===== src/design/mir_pkg.sv =====
// package for the motion interrupt enable and pin routing block
// assumes one 200 MHz clock and a simple strobe register port
package mir_pkg;

    // ------------------------------------------------------------
    // register offsets
    // ------------------------------------------------------------
    localparam logic [7:0] OFS_EN_GROUP_ZERO  = 8'h16;
    localparam logic [7:0] OFS_EN_GROUP_ONE   = 8'h17;
    localparam logic [7:0] OFS_EN_GROUP_TWO   = 8'h18;
    localparam logic [7:0] OFS_PIN_A_ROUTE    = 8'h19;
    localparam logic [7:0] OFS_SHARED_ROUTE   = 8'h1a;
    localparam logic [7:0] OFS_PIN_B_ROUTE    = 8'h1b;
    localparam logic [7:0] OFS_PIN_CTRL       = 8'h20;
    localparam logic [7:0] OFS_LATCH_CTRL     = 8'h21;
    localparam logic [7:0] OFS_EVT_STATUS     = 8'h30;
    localparam logic [7:0] OFS_EVT_MASK       = 8'h31;

    // ------------------------------------------------------------
    // reset values and reserved bit masks
    // ------------------------------------------------------------
    localparam logic [7:0] RST_ZERO           = 8'h00;
    localparam logic [7:0] RST_PIN_CTRL       = 8'h05;
    localparam logic [7:0] RESERVED_EN_TWO    = 8'hf0;
    localparam logic [7:0] RESERVED_SHARED    = 8'h18;
    localparam logic [7:0] RESERVED_EN_ZERO   = 8'h08;
    localparam logic [7:0] RESERVED_PIN_CTRL  = 8'hf0;
    localparam logic [7:0] RESERVED_LATCH     = 8'h70;

    // ------------------------------------------------------------
    // field positions
    // ------------------------------------------------------------
    localparam int POS_FWM_EN        = 6;
    localparam int POS_FFULL_EN      = 5;
    localparam int POS_DATA_EN       = 4;
    localparam int POS_LOW_EN        = 3;
    localparam int POS_STILL_SEL     = 3;
    localparam int POS_A_DATA        = 0;
    localparam int POS_A_FWM         = 1;
    localparam int POS_A_FFULL       = 2;
    localparam int POS_B_DATA        = 7;
    localparam int POS_B_FWM         = 6;
    localparam int POS_B_FFULL       = 5;
    localparam int POS_A_POLARITY    = 0;
    localparam int POS_A_DRIVE       = 1;
    localparam int POS_B_POLARITY    = 2;
    localparam int POS_B_DRIVE       = 3;
    localparam int POS_RESET_INT     = 7;
    localparam logic [3:0] LATCH_HOLD_A = 4'h7;
    localparam logic [3:0] LATCH_HOLD_B = 4'hf;

    // motion route bit order, shared by both pin route registers
    localparam int RT_LOW   = 0;
    localparam int RT_HIGH  = 1;
    localparam int RT_SLOPE = 2;
    localparam int RT_STILL = 3;
    localparam int RT_DTAP  = 4;
    localparam int RT_STAP  = 5;
    localparam int RT_TILT  = 6;
    localparam int RT_LEVEL = 7;

    typedef struct packed {
        logic       level;
        logic       tilt;
        logic       single_knock;
        logic       double_knock;
        logic [2:0] anymotion;
        logic [2:0] shock;
        logic       freefall;
        logic [2:0] stillness;
        logic       sample_ready;
        logic       watermark;
        logic       queue_full;
    } mir_det_t;

    typedef struct packed {
        logic       level;
        logic       o;
        logic       oe;
    } mir_pin_t;

endpackage


===== src/design/mir_irq_route.sv =====
// enable gating and two-pin routing of the motion detector outputs
// detectors are on the same clock; hold-time counting is outside
// Operation
// - enable-one bits 6,5,4 enable watermark, queue-full and sample-ready; bit 7 reads back as written.
// - enable-one bit 3 enables freefall and bits 2..0 enable shock z, y and x.
// - enable-two bits 2..0 enable stillness z, y and x; bits 7..4 are reserved.
// - enable-two bit 3 picks slow-motion at 0 and no-motion at 1.
// - pin-a route bits 7..4 send level, tilt, single and double knock to pin a.
// - pin-a route bits 3..0 send stillness, anymotion, shock and freefall to pin a.
// - shared route bits 0,1,2 send sample-ready, watermark and queue-full to pin a.
// - shared route bits 7,6,5 send them to pin b; bits 4 and 3 are reserved.
// - pin-b route bits 7..4 send level, tilt, single and double knock to pin b.
// - pin-b route bits 3..0 send stillness, anymotion, shock and freefall to pin b.
// - an enable-zero register enables level, tilt, knocks and per-axis anymotion.
// - writing one to the reset bit clears held interrupts; codes 0111b and 1111b latch.
// - each pin has polarity and drive select, both reset to active-high push-pull.
//
// The strobed register port was left to the implementer.
`timescale 1ns/1ps

module mir_irq_route (
    input  wire logic             clk,
    input  wire logic             rstn,
    input  wire logic [7:0]       addr,
    input  wire logic [7:0]       wdata,
    input  wire logic             wr_stb,
    input  wire logic             rd_stb,
    output logic      [7:0]       rdata,
    input  wire mir_pkg::mir_det_t det,
    output logic                  still_mode_sel,
    output logic                  irq_pin_a_o,
    output logic                  irq_pin_a_oe,
    output logic                  irq_pin_b_o,
    output logic                  irq_pin_b_oe,
    output logic                  irq_out
);

    // ------------------------------------------------------------
    // register file
    // ------------------------------------------------------------
    logic [7:0] en0_r, en0_nxt;
    logic [7:0] en1_r, en1_nxt;
    logic [7:0] en2_r, en2_nxt;
    logic [7:0] rta_r, rta_nxt;
    logic [7:0] rts_r, rts_nxt;
    logic [7:0] rtb_r, rtb_nxt;
    logic [7:0] pinc_r, pinc_nxt;
    logic [3:0] latch_r, latch_nxt;
    logic [1:0] sts_r, sts_nxt;
    logic [1:0] msk_r, msk_nxt;
    logic [7:0] rdata_nxt;
    logic       clr_held;

    // gated pin sources
    logic [7:0] mot_fire;
    logic       act_a, act_b;
    logic       held_a_r, held_a_nxt, held_b_r, held_b_nxt;
    logic       lvl_a, lvl_b;
    mir_pkg::mir_pin_t pa_nxt, pb_nxt;
    logic       irq_nxt;
    logic       hold_mode;

    always_comb begin
        en0_nxt   = en0_r;
        en1_nxt   = en1_r;
        en2_nxt   = en2_r;
        rta_nxt   = rta_r;
        rts_nxt   = rts_r;
        rtb_nxt   = rtb_r;
        pinc_nxt  = pinc_r;
        latch_nxt = latch_r;
        msk_nxt   = msk_r;
        clr_held  = 1'b0;
        rdata_nxt = 8'h00;
        if (wr_stb) begin
            case (addr)
                mir_pkg::OFS_EN_GROUP_ZERO: en0_nxt  = wdata;
                mir_pkg::OFS_EN_GROUP_ONE:  en1_nxt  = wdata;
                mir_pkg::OFS_EN_GROUP_TWO:  en2_nxt  = wdata;
                mir_pkg::OFS_PIN_A_ROUTE:   rta_nxt  = wdata;
                mir_pkg::OFS_SHARED_ROUTE:  rts_nxt  = wdata;
                mir_pkg::OFS_PIN_B_ROUTE:   rtb_nxt  = wdata;
                mir_pkg::OFS_PIN_CTRL:      pinc_nxt = wdata;
                mir_pkg::OFS_LATCH_CTRL: begin
                    latch_nxt = wdata[3:0];
                    clr_held  = wdata[mir_pkg::POS_RESET_INT];
                end
                mir_pkg::OFS_EVT_MASK:      msk_nxt  = wdata[1:0];
                default: ;
            endcase
        end
        if (rd_stb) begin
            case (addr)
                mir_pkg::OFS_EN_GROUP_ZERO: rdata_nxt = en0_r;
                mir_pkg::OFS_EN_GROUP_ONE:  rdata_nxt = en1_r;
                mir_pkg::OFS_EN_GROUP_TWO:  rdata_nxt = en2_r;
                mir_pkg::OFS_PIN_A_ROUTE:   rdata_nxt = rta_r;
                mir_pkg::OFS_SHARED_ROUTE:  rdata_nxt = rts_r;
                mir_pkg::OFS_PIN_B_ROUTE:   rdata_nxt = rtb_r;
                mir_pkg::OFS_PIN_CTRL:      rdata_nxt = pinc_r;
                mir_pkg::OFS_LATCH_CTRL:    rdata_nxt = {4'h0, latch_r};
                mir_pkg::OFS_EVT_STATUS:    rdata_nxt = {6'h00, sts_r};
                mir_pkg::OFS_EVT_MASK:      rdata_nxt = {6'h00, msk_r};
                default:                    rdata_nxt = 8'h00;
            endcase
        end
    end

    // ------------------------------------------------------------
    // enable gating and routing
    // ------------------------------------------------------------
    always_comb begin
        mot_fire = 8'h00;
        mot_fire[mir_pkg::RT_LOW]   = det.freefall & en1_r[mir_pkg::POS_LOW_EN];
        mot_fire[mir_pkg::RT_HIGH]  = |(det.shock & en1_r[2:0]);
        mot_fire[mir_pkg::RT_SLOPE] = |(det.anymotion & en0_r[2:0]);
        mot_fire[mir_pkg::RT_DTAP]  = det.double_knock & en0_r[4];
        mot_fire[mir_pkg::RT_STAP]  = det.single_knock & en0_r[5];
        mot_fire[mir_pkg::RT_TILT]  = det.tilt & en0_r[6];
        mot_fire[mir_pkg::RT_LEVEL] = det.level & en0_r[7];
        mot_fire[mir_pkg::RT_STILL] = |(det.stillness & en2_r[2:0]);
    end

    // or of enabled and routed sources
    always_comb begin
        act_a = |(mot_fire & rta_r);
        act_b = |(mot_fire & rtb_r);
        // fifo and data to pin a
        act_a = act_a
              | (det.sample_ready & en1_r[mir_pkg::POS_DATA_EN] & rts_r[mir_pkg::POS_A_DATA])
              | (det.watermark & en1_r[mir_pkg::POS_FWM_EN] & rts_r[mir_pkg::POS_A_FWM])
              | (det.queue_full & en1_r[mir_pkg::POS_FFULL_EN] & rts_r[mir_pkg::POS_A_FFULL]);
        // fifo and data to pin b
        act_b = act_b
              | (det.sample_ready & en1_r[mir_pkg::POS_DATA_EN] & rts_r[mir_pkg::POS_B_DATA])
              | (det.watermark & en1_r[mir_pkg::POS_FWM_EN] & rts_r[mir_pkg::POS_B_FWM])
              | (det.queue_full & en1_r[mir_pkg::POS_FFULL_EN] & rts_r[mir_pkg::POS_B_FFULL]);
    end

    // ------------------------------------------------------------
    // latching, polarity, drive
    // ------------------------------------------------------------
    always_comb begin
        // latched modes hold until cleared; timed modes act as non-latched here
        hold_mode  = (latch_r == mir_pkg::LATCH_HOLD_A) || (latch_r == mir_pkg::LATCH_HOLD_B);
        held_a_nxt = hold_mode & ((held_a_r & ~clr_held) | act_a);
        held_b_nxt = hold_mode & ((held_b_r & ~clr_held) | act_b);
        lvl_a      = act_a | held_a_r;
        lvl_b      = act_b | held_b_r;
        pa_nxt.level = pinc_r[mir_pkg::POS_A_POLARITY] ? lvl_a : ~lvl_a;
        pb_nxt.level = pinc_r[mir_pkg::POS_B_POLARITY] ? lvl_b : ~lvl_b;
        pa_nxt.o     = pinc_r[mir_pkg::POS_A_DRIVE] ? 1'b0 : pa_nxt.level;
        pa_nxt.oe    = pinc_r[mir_pkg::POS_A_DRIVE] ? ~pa_nxt.level : 1'b1;
        pb_nxt.o     = pinc_r[mir_pkg::POS_B_DRIVE] ? 1'b0 : pb_nxt.level;
        pb_nxt.oe    = pinc_r[mir_pkg::POS_B_DRIVE] ? ~pb_nxt.level : 1'b1;
        // set beats write-one clear
        sts_nxt = sts_r;
        if (wr_stb && addr == mir_pkg::OFS_EVT_STATUS)
            sts_nxt = sts_r & ~wdata[1:0];
        sts_nxt = sts_nxt | {lvl_b, lvl_a};
        // a mask bit of one silences its status bit
        irq_nxt = |(sts_nxt & ~msk_nxt);
    end

    always_ff @(posedge clk) begin
        if (!rstn) begin
            en0_r        <= mir_pkg::RST_ZERO;
            en1_r        <= mir_pkg::RST_ZERO;
            en2_r        <= mir_pkg::RST_ZERO;
            rta_r        <= mir_pkg::RST_ZERO;
            rts_r        <= mir_pkg::RST_ZERO;
            rtb_r        <= mir_pkg::RST_ZERO;
            pinc_r       <= mir_pkg::RST_PIN_CTRL;
            latch_r      <= 4'h0;
            sts_r        <= 2'h0;
            msk_r        <= 2'h0;
            held_a_r     <= 1'b0;
            held_b_r     <= 1'b0;
            rdata        <= 8'h00;
            still_mode_sel <= 1'b0;
            irq_pin_a_o  <= 1'b0;
            irq_pin_a_oe <= 1'b1;
            irq_pin_b_o  <= 1'b0;
            irq_pin_b_oe <= 1'b1;
            irq_out      <= 1'b0;
        end else begin
            en0_r        <= en0_nxt;
            en1_r        <= en1_nxt;
            en2_r        <= en2_nxt;
            rta_r        <= rta_nxt;
            rts_r        <= rts_nxt;
            rtb_r        <= rtb_nxt;
            pinc_r       <= pinc_nxt;
            latch_r      <= latch_nxt;
            sts_r        <= sts_nxt;
            msk_r        <= msk_nxt;
            held_a_r     <= held_a_nxt;
            held_b_r     <= held_b_nxt;
            rdata        <= rdata_nxt;
            still_mode_sel <= en2_nxt[mir_pkg::POS_STILL_SEL];
            irq_pin_a_o  <= pa_nxt.o;
            irq_pin_a_oe <= pa_nxt.oe;
            irq_pin_b_o  <= pb_nxt.o;
            irq_pin_b_oe <= pb_nxt.oe;
            irq_out      <= irq_nxt;
        end
    end

    // ------------------------------------------------------------
    // checks
    // ------------------------------------------------------------
    AST_EN1_READBACK: assert property (@(posedge clk) disable iff (!rstn)
        wr_stb && addr == mir_pkg::OFS_EN_GROUP_ONE ##1 !wr_stb ##1 rd_stb && addr == mir_pkg::OFS_EN_GROUP_ONE
        |=> rdata == $past(wdata, 3)) else $error("enable-one readback wrong");
    AST_FREEFALL_OFF: assert property (@(posedge clk) disable iff (!rstn)
        !en1_r[mir_pkg::POS_LOW_EN] |-> !mot_fire[mir_pkg::RT_LOW]) else $error("freefall passed while off");
    AST_STILL_GATE: assert property (@(posedge clk) disable iff (!rstn)
        en2_r[2:0] == 3'h0 |-> !mot_fire[mir_pkg::RT_STILL]) else $error("stillness passed while off");
    AST_STILL_SEL: assert property (@(posedge clk) disable iff (!rstn)
        ##1 still_mode_sel == $past(en2_nxt[mir_pkg::POS_STILL_SEL])) else $error("mode select lags");
    AST_PIN_A_ROUTE: assert property (@(posedge clk) disable iff (!rstn)
        (rta_r & mot_fire) != 8'h00 |=> irq_pin_a_o == $past(pinc_r[mir_pkg::POS_A_POLARITY])
        || $past(pinc_r[mir_pkg::POS_A_DRIVE])) else $error("pin a not asserted");
    AST_PIN_B_ROUTE: assert property (@(posedge clk) disable iff (!rstn)
        (rtb_r & mot_fire) != 8'h00 |=> irq_pin_b_o == $past(pinc_r[mir_pkg::POS_B_POLARITY])
        || $past(pinc_r[mir_pkg::POS_B_DRIVE])) else $error("pin b not asserted");
    AST_SHARED_A: assert property (@(posedge clk) disable iff (!rstn)
        det.sample_ready && en1_r[mir_pkg::POS_DATA_EN] && rts_r[mir_pkg::POS_A_DATA] |-> act_a)
        else $error("sample ready lost to pin a");
    AST_SHARED_B: assert property (@(posedge clk) disable iff (!rstn)
        det.queue_full && en1_r[mir_pkg::POS_FFULL_EN] && rts_r[mir_pkg::POS_B_FFULL] |-> act_b)
        else $error("queue full lost to pin b");
    AST_NO_SOURCE: assert property (@(posedge clk) disable iff (!rstn)
        !act_a && !held_a_r && !pinc_r[mir_pkg::POS_A_DRIVE] |=> irq_pin_a_o == !$past(pinc_r[0]))
        else $error("pin a active without source");
    AST_HOLD_CLEAR: assert property (@(posedge clk) disable iff (!rstn)
        clr_held && !act_a |=> !held_a_r) else $error("held interrupt not cleared");

endmodule


===== config.mk =====
export PLATFORM = sky130hd
export DESIGN_NAME = mir_irq_route
export DESIGN_NICKNAME = d
export VERILOG_FILES = /design/src/design/mir_pkg.sv /design/src/design/mir_irq_route.sv
export SDC_FILE = /design/constraint.sdc
export NUM_CORES = 1
export LEC_CHECK = 0
export ABC_AREA = 1
export BUFFER_PORTS_ARGS = -buffer_cell sky130_fd_sc_hd__buf_2
export CORE_MARGIN = 4
export CORE_UTILIZATION = 57
export CTS_CLUSTER_DIAMETER = 200
export CTS_CLUSTER_SIZE = 8
export DETAILED_ROUTE_END_ITERATION = 7
export GPL_TIMING_DRIVEN = 0
export PLACE_DENSITY = 0.8
export SYNTH_ARGS = -nofsm -noshare
export SYNTH_HDL_FRONTEND = slang
export SYNTH_SLANG_ARGS = --single-unit
export TNS_END_PERCENT = 100

===== constraint.sdc =====
create_clock -name clk -period 1.6 [get_ports clk]
set_clock_uncertainty 0.2 [all_clocks]
set_input_delay 0 -clock clk [delete_from_list [all_inputs] [get_ports clk]]
set_output_delay 0 -clock clk [all_outputs]
set_load 0.005 [all_outputs]

==> results of run 1 <==
[power by group through the flow]
stage | combinational [uW] | sequential [uW] | clock [uW]
after global placement | 217 | 2020 | 0
after CTS | 253 | 1970 | 1300
after global routing | 284 | 1970 | 1400
after floorplan | 102 | 2020 | 0
final | 268 | 1970 | 1300
after detailed placement | 219 | 2020 | 0
[sequential cells by signal (all words and copies together) (netlist names)]
| register | count |
|---|---|
| en0_r | 8 |
| en1_r | 8 |
| en2_r | 8 |
| pinc_r | 8 |
| rdata | 8 |
| rta_r | 8 |
| rtb_r | 8 |
| rts_r | 8 |
| latch_r | 4 |
| msk_r | 2 |
| sts_r | 2 |
| held_a_r | 1 |
| held_b_r | 1 |
| irq_out | 1 |
| irq_pin_a_o | 1 |
| irq_pin_a_oe | 1 |
| irq_pin_b_o | 1 |
| irq_pin_b_oe | 1 |
[synthesized netlist by cell type]
cell	instances	area share (%)
nor2_2	4	0.69
nor2_1	39	4.0
buf_4	4	0.83
nor4_4	1	0.59
dfxtp_1	79	44
inv_1	55	5.7
nand2_1	82	8.5
clkbuf_1	7	0.73
nand4_1	6	1.0
nand3_1	70	9.7
nor3_4	1	0.45
nor2_4	5	1.6
inv_2	3	0.31
nand3b_1	2	0.41
nand2_2	4	0.69
o211ai_1	2	0.41
clkinv_2	1	0.14
or2_2	1	0.17
o21ai_0	63	8.7
buf_2	5	0.69
o21ai_1	6	0.83
a21oi_1	70	9.7
nor3_1	2	0.28
buf_6	1	0.31
[cell families after synthesis]
| group | Yosys count | synth area share, % |
|---|---|---|
| flops | 79 | 43.6 |
| compound gates | 141 | 19.6 |
| simple gates | 217 | 28.1 |
| buf+inv | 76 | 8.70 |
[area by class of cell]
type                            instances  area share, %
Multi-Input combinational cell        358           40.5
Tap cell                               75           2.13
Buffer                                 17           2.11
Sequential cell                        79           36.0
Clock inverter                          5          0.797
Inverter                               59           5.07
Timing Repair Buffer                   71           10.4
Clock buffer                           11           2.99
[critical path, delay by kind of cell (launching register included)]
family | cells | cell delay [ns]
flops | 1 | 0.36
simple gates | 9 | 0.96
[worst max-delay path by stage]
stage	start	to	slack (ns)	cells past startpoint
5_1_grt	en2_r[0]	irq_pin_b_o	-0.03	9
3_3_place_gp	addr[0]	rdata[5]	-0.12	8
6_report	en2_r[0]	irq_pin_b_o	0.02	9
4_1_cts	en0_r[5]	irq_pin_b_o	0.005	9
3_5_place_dp	addr[0]	pinc_r[0]	-0.16	8
2_1_floorplan	addr[2]	rts_r[5]	0.29	7
[per-layer routing]
| layer | vias to the layer above | track usage, % | wire (um) |
|---|---|---|---|
| met2 | 293 | 48.5 | 5330 |
| met5 | - | 0 | 0 |
| met3 | 54 | 8.09 | 1550 |
| met4 | 0 | 14.5 | 545 |
| li1 | 1883 | - | - |
| met1 | 1775 | 45.3 | 4980 |
[per-stage QoR]
stage | instance area [um2] | utilization, %
3_5_place_dp | 3970 | 65.5
4_1_cts | 4330 | 71.4
3_3_place_gp | 3970 | 65.5
2_1_floorplan | 3620 | -
5_1_grt | 4400 | 72.5
6_report | 4400 | 72.5
[what timing repair did]
item	CTS	global route
hold endpoints to repair	71	0
setup buffers	0	2
endpoints found under the setup margin	4	14
hold buffers	19	0
pin swaps	0	3
gates resized for setup	2	14
==> impl_metrics.toml, run 1 <==
[outcome]
outcome = "complete, but fails checks"
violations = "hold timing"

[placed_design]
pre_cts_slack_ns = -0.161
io_buffer_count = 50
place_congestion = 0.952
dp.cells = 638
dpl.hpwl_um = 8810

[finish]
nets = 632
seq_area_mm2 = 0.00158
area_growth_pct = 21.3
drive_gt1_share_pct = 18.0
final_common_cell = "nand2_1"
diodes = 0
fin_cells = 675
multi_input_area_mm2 = 0.00178
fill_cells = 493
mostFrequentLayoutCells = "80 x nand2_1, 79 x dfxtp_1, 69 x a21oi_1, 66 x nand3_1, 63 x o21ai_0"

[critical_path]
slowest_stage = "dfxtp_1"
crit_top_cell = "nand2_1"
rr_endpoint = "irq_pin_b_o"
cp_data_required_time_ns = 1.68
timing.rr.start = "en2_r[0]"
crit_arrival_ns = 1.66
path_max_fanout = 4
critPathCaptureType = "flop"
rr_worst_depth = 9
slowest_delay_ns = 0.36
crit_chain = "nand2_1 > nand3_2 > nand2_1 > nand3_2 > nor2_4 > nand2_1 > nand2_1 > nand2_1 > nor2_2"
cp-start-kind = "flop"
criticalPathCategory = "reg2reg"
r2r_slack_ns = 0.02

[sta]
fin_crit_sh_pct = 98.9
worst_pin_slew_ns = 0.650
hold_violations = 1
fmax_mhz = 632
slew_viol_final = 0
whs_ns = -0.000313
slew_headroom_pct = 56.7
timing.final.ws_setup_ns = 0.0170
setup_viol = 0
finalCriticalPeriod_ns = 1.58
tns_ns = 0

[floorplan]
rows = 28
die_x_um = 87.7
coreArea_mm2 = 0.00606
die-area_mm2 = 0.00770
start_util_pct = 59.8
pin_count = 51
fp.dieH_um = 87.7

[clocking]
cts_buffer_depth = 2
htree_levels = 3
tritoncts = "done"
cts_buffers = 9
cts_sinks = 79
insertion_delay_ns = 0.35
clk_pin_slew_ns = 0.08
clockRootBuffer = "clkbuf_8"

[flow_run]
cap_violations = 0

[routing]
viasPerCell = 5.93
vias = 4005
post-route-drc-count = 0
wl_per_cell_um = 18.4
routed_wl_um = 12400
drtIter0Drc = 652
ant_nets = 0
first_pass_iters = 6

[hold_path]
worstHoldStart = "wr_stb"
hold_path_class = "in2reg"
min_to = "irq_out"
worstHoldPathCells = 5

[logic_synthesis]
syn_nets = 550
yosys_register_bits = 79
syn_inst = 513
synth_area_per_cell_um2 = 7.07
yosys_warnings = 0
synth_area_mm2 = 0.00362
synth_cell_types = 24
seq_area_frac_synth_pct = 43.6

[global_route]
grt_pass1_wl_um = 19000
grt_max_degree = 14
grt_pass1_vias = 3673
grt_usage_pct = 32.8
antenna_found_initial = 0
gr-total-overflow = 0

[power_and_ir_drop]
swShare_pct = 26.0
p_int_uw = 2620
pwr-share-comb_pct = 7.6
seqPwrFrac_pct = 55.8
clkPwrFrac_pct = 36.7
vdd_drop_max_mv = 0.672
power_density_mw_per_mm2 = 804
p_sw_uw = 917
power_uw = 3530
p_leak_uw = 0.00193
Note: power is estimated with default switching activity, not from simulation.
==> run 2: changes to the inputs <==
Settings changed: ABC_AREA 1 to default.
==> run 2 against run 1 <==
Effect of this change:
- the run ends with setup timing left
- sequential share of layout area fell by 0.34 points
- fmax fell by 23%
- synthesized cell count fell by 21%
- wire length fell by 9.4%
- clock power rose by 12%
- die area rose by 0.41%
==> impl_metrics.toml, run 2 <==
[outcome]
outcome = "complete, but fails checks"
violations = "setup timing"

[clocking]
htree_levels = 3
insertion_delay_ns = 0.35
cts_buffers = 9
clk_pin_slew_ns = 0.08
cts_sinks = 79
clockRootBuffer = "clkbuf_8"
cts_buffer_depth = 2
tritoncts = "done"

[finish]
utilization_pct = 73.6
final_common_cell = "dfxtp_1"
nets = 520
fill_cells = 455
diodes = 0
fin_cells = 561
drive_gt1_share_pct = 23.9
area_growth_pct = 22.5
mostFrequentLayoutCells = "73 x dfxtp_1, 60 x nand2_1, 54 x buf_2, 43 x nand3_1, 41 x a21oi_1"

[power_and_ir_drop]
p_leak_uw = 0.00177
power_density_mw_per_mm2 = 827
power_uw = 3690
vdd_drop_max_mv = 0.615

[logic_synthesis]
yosysMostFrequentCell = "dfxtp_1"
synth_area_per_cell_um2 = 8.97
synth_cell_types = 44
syn_nets = 443
yosys_warnings = 0
seq_area_frac_synth_pct = 43.4
async_reset_ff_share_pct = 0
synth_edf_count = 0
ys.flop_type = "dfxtp_1"
yosysTopAreaCellShare_pct = 43.4
synth_commonest_cells = "79 x dfxtp_1, 60 x nand2_1, 43 x nand3_1"
synth_area_leaders = "dfxtp_1 43%, mux2i_1 7.4%, nand2_1 6.2%, nand3_1 5.9%, a21oi_1 5.8%"
syn_inst = 406
synth_area_mm2 = 0.00364
yosys_register_bits = 79
synth_largest_area_cell = "dfxtp_1"

[floorplan]
die_x_um = 87.9
die-area_mm2 = 0.00773
rows = 28
start_util_pct = 60.1
pin_count = 51
fp.dieH_um = 87.9
coreArea_mm2 = 0.00606

[sta]
slew_headroom_pct = 56.6
timing.final.ws_setup_ns = -0.455
worst_pin_slew_ns = 0.651
setup_viol = 9
fmax_mhz = 487
rsz0062_at_grt = "true"
finalCriticalPeriod_ns = 2.05
fin_crit_sh_pct = 128
hold_violations = 0
slew_viol_final = 0
whs_ns = 0.00124

[hold_path]
worstHoldPathCells = 5
hold_path_class = "in2reg"
worstHoldStart = "addr[4]"
min_to = "held_a_r"

[routing]
vias = 3623
wl_per_cell_um = 20.0
ant_nets = 0
first_pass_iters = 5
routed_wl_um = 11200
drtIter0Drc = 439
post-route-drc-count = 0
viasPerCell = 6.46

[placed_design]
place_congestion = 0.937
io_buffer_count = 40
dpl.hpwl_um = 7600
pre_cts_slack_ns = -0.620
dp.cells = 521

[global_route]
grt_use_met1_pct = 40.2
grt_pass1_vias = 3417
grt_util_met3_pct = 6.40
gr-total-overflow = 0
use_met2_pct = 46.5
antenna_found_initial = 0
grt_usage_pct = 29.8
grt_pass1_wl_um = 17500
grt_max_degree = 13
busiest_layer = "met2"

[critical_path]
cp-start-kind = "flop"
cp_data_required_time_ns = 1.64
critPathCaptureType = "flop"
path_max_fanout = 2
r2r_slack_ns = -0.45
rr_worst_depth = 6
timing.rr.start = "en1_r[0]"
criticalPathCategory = "reg2reg"
rr_endpoint = "irq_pin_a_oe"
crit_arrival_ns = 2.10

[flow_run]
cap_violations = 0
-- run 2: changes by cell type after synthesis, moves of 5 or more --
cell	previous run	this run
buf_2	5	15
nand3_1	70	43
mux4_2	0	6
mux2i_1	0	27
nand2_1	82	60
a22oi_1	0	9
o21ai_1	6	1
a21oi_1	70	42
nor2_1	39	34
a22o_1	0	5
o21ai_0	63	5
nor2_4	5	0
inv_1	55	6
a222oi_1	0	6
-- run 2: worst max-delay path by stage --
stage | from | end | slack, ns | depth (start not counted)
floorplan | en1_r[0] | irq_pin_a_oe | -0.28 | 5
global route | en1_r[0] | irq_pin_a_oe | -0.58 | 6
global placement | en1_r[0] | irq_out | -0.60 | 5
CTS | en1_r[0] | irq_pin_a_oe | -0.45 | 6
detailed placement | en1_r[0] | irq_out | -0.62 | 5
finish | en1_r[0] | irq_pin_a_oe | -0.45 | 6
-- run 2: final cells by class --
type / count / area, um2 / share of cell area [%]
Sequential cell: 79 / 1590 / 35.6
Clock inverter: 3 / 45.0 / 1.01
Multi-Input combinational cell: 291 / 1970 / 44.2
Tap cell: 75 / 93.8 / 2.10
Timing Repair Buffer: 66 / 440 / 9.88
Clock buffer: 11 / 141 / 3.17
Inverter: 7 / 26.3 / 0.589
Buffer: 29 / 153 / 3.42
-- run 2: repair_timing --
item | 4_1_cts | 5_1_grt
pin swaps | 5 | 5
cloned | 0 | 0
setup endpoints to repair | 11 | 53
endpoints found under the hold margin | 76 | 0
hold buffers | 18 | 0
resized for setup | 8 | 11
setup buffers | 5 | 3
-- run 2: critical path: stages (launching register included) --
cell      delay (ns)
dfxtp_2         0.32
a222oi_1        0.32
inv_1           0.13
a222oi_1        0.34
buf_4           0.18
nand3b_1        0.13
mux2_4          0.32
-- run 2: logic make-up after synthesis --
kind of cell           after synthesis  share of synthesized area (%)
AND/OR/NAND/NOR                    172                           24.9
AO/OA/AOI/OAI                       81                           14.1
flip-flops                          79                           43.4
multiplexers                        38                           12.8
buffers and inverters               36                           4.74
-- run 2: report_power, final --
group / switching (uW) / internal [uW] / leakage, uW
registers: 1.85 / 1970 / 0.000639
logic: 171 / 100 / 0.00104
clock network: 701 / 747 / 0.0000875
total: 874 / 2810 / 0.00177
-- run 2: metrics by stage --
step	setup TNS, ns	area (um2)
2_1_floorplan	-1.00	3640
3_3_place_gp	-17.27	3940
3_5_place_dp	-18.23	3940
4_1_cts	-2.70	4380
5_1_grt	-4.18	4460
6_report	-3.14	4460
-- run 2: layer usage --
metal  part of all wire, %  vias up  wire [um]
met1                    39     1692       4350
met3                    12       43       1370
met5                     0        -          0
li1                      -     1625          -
met4                   3.1        0        349
met2                    46      263       5180
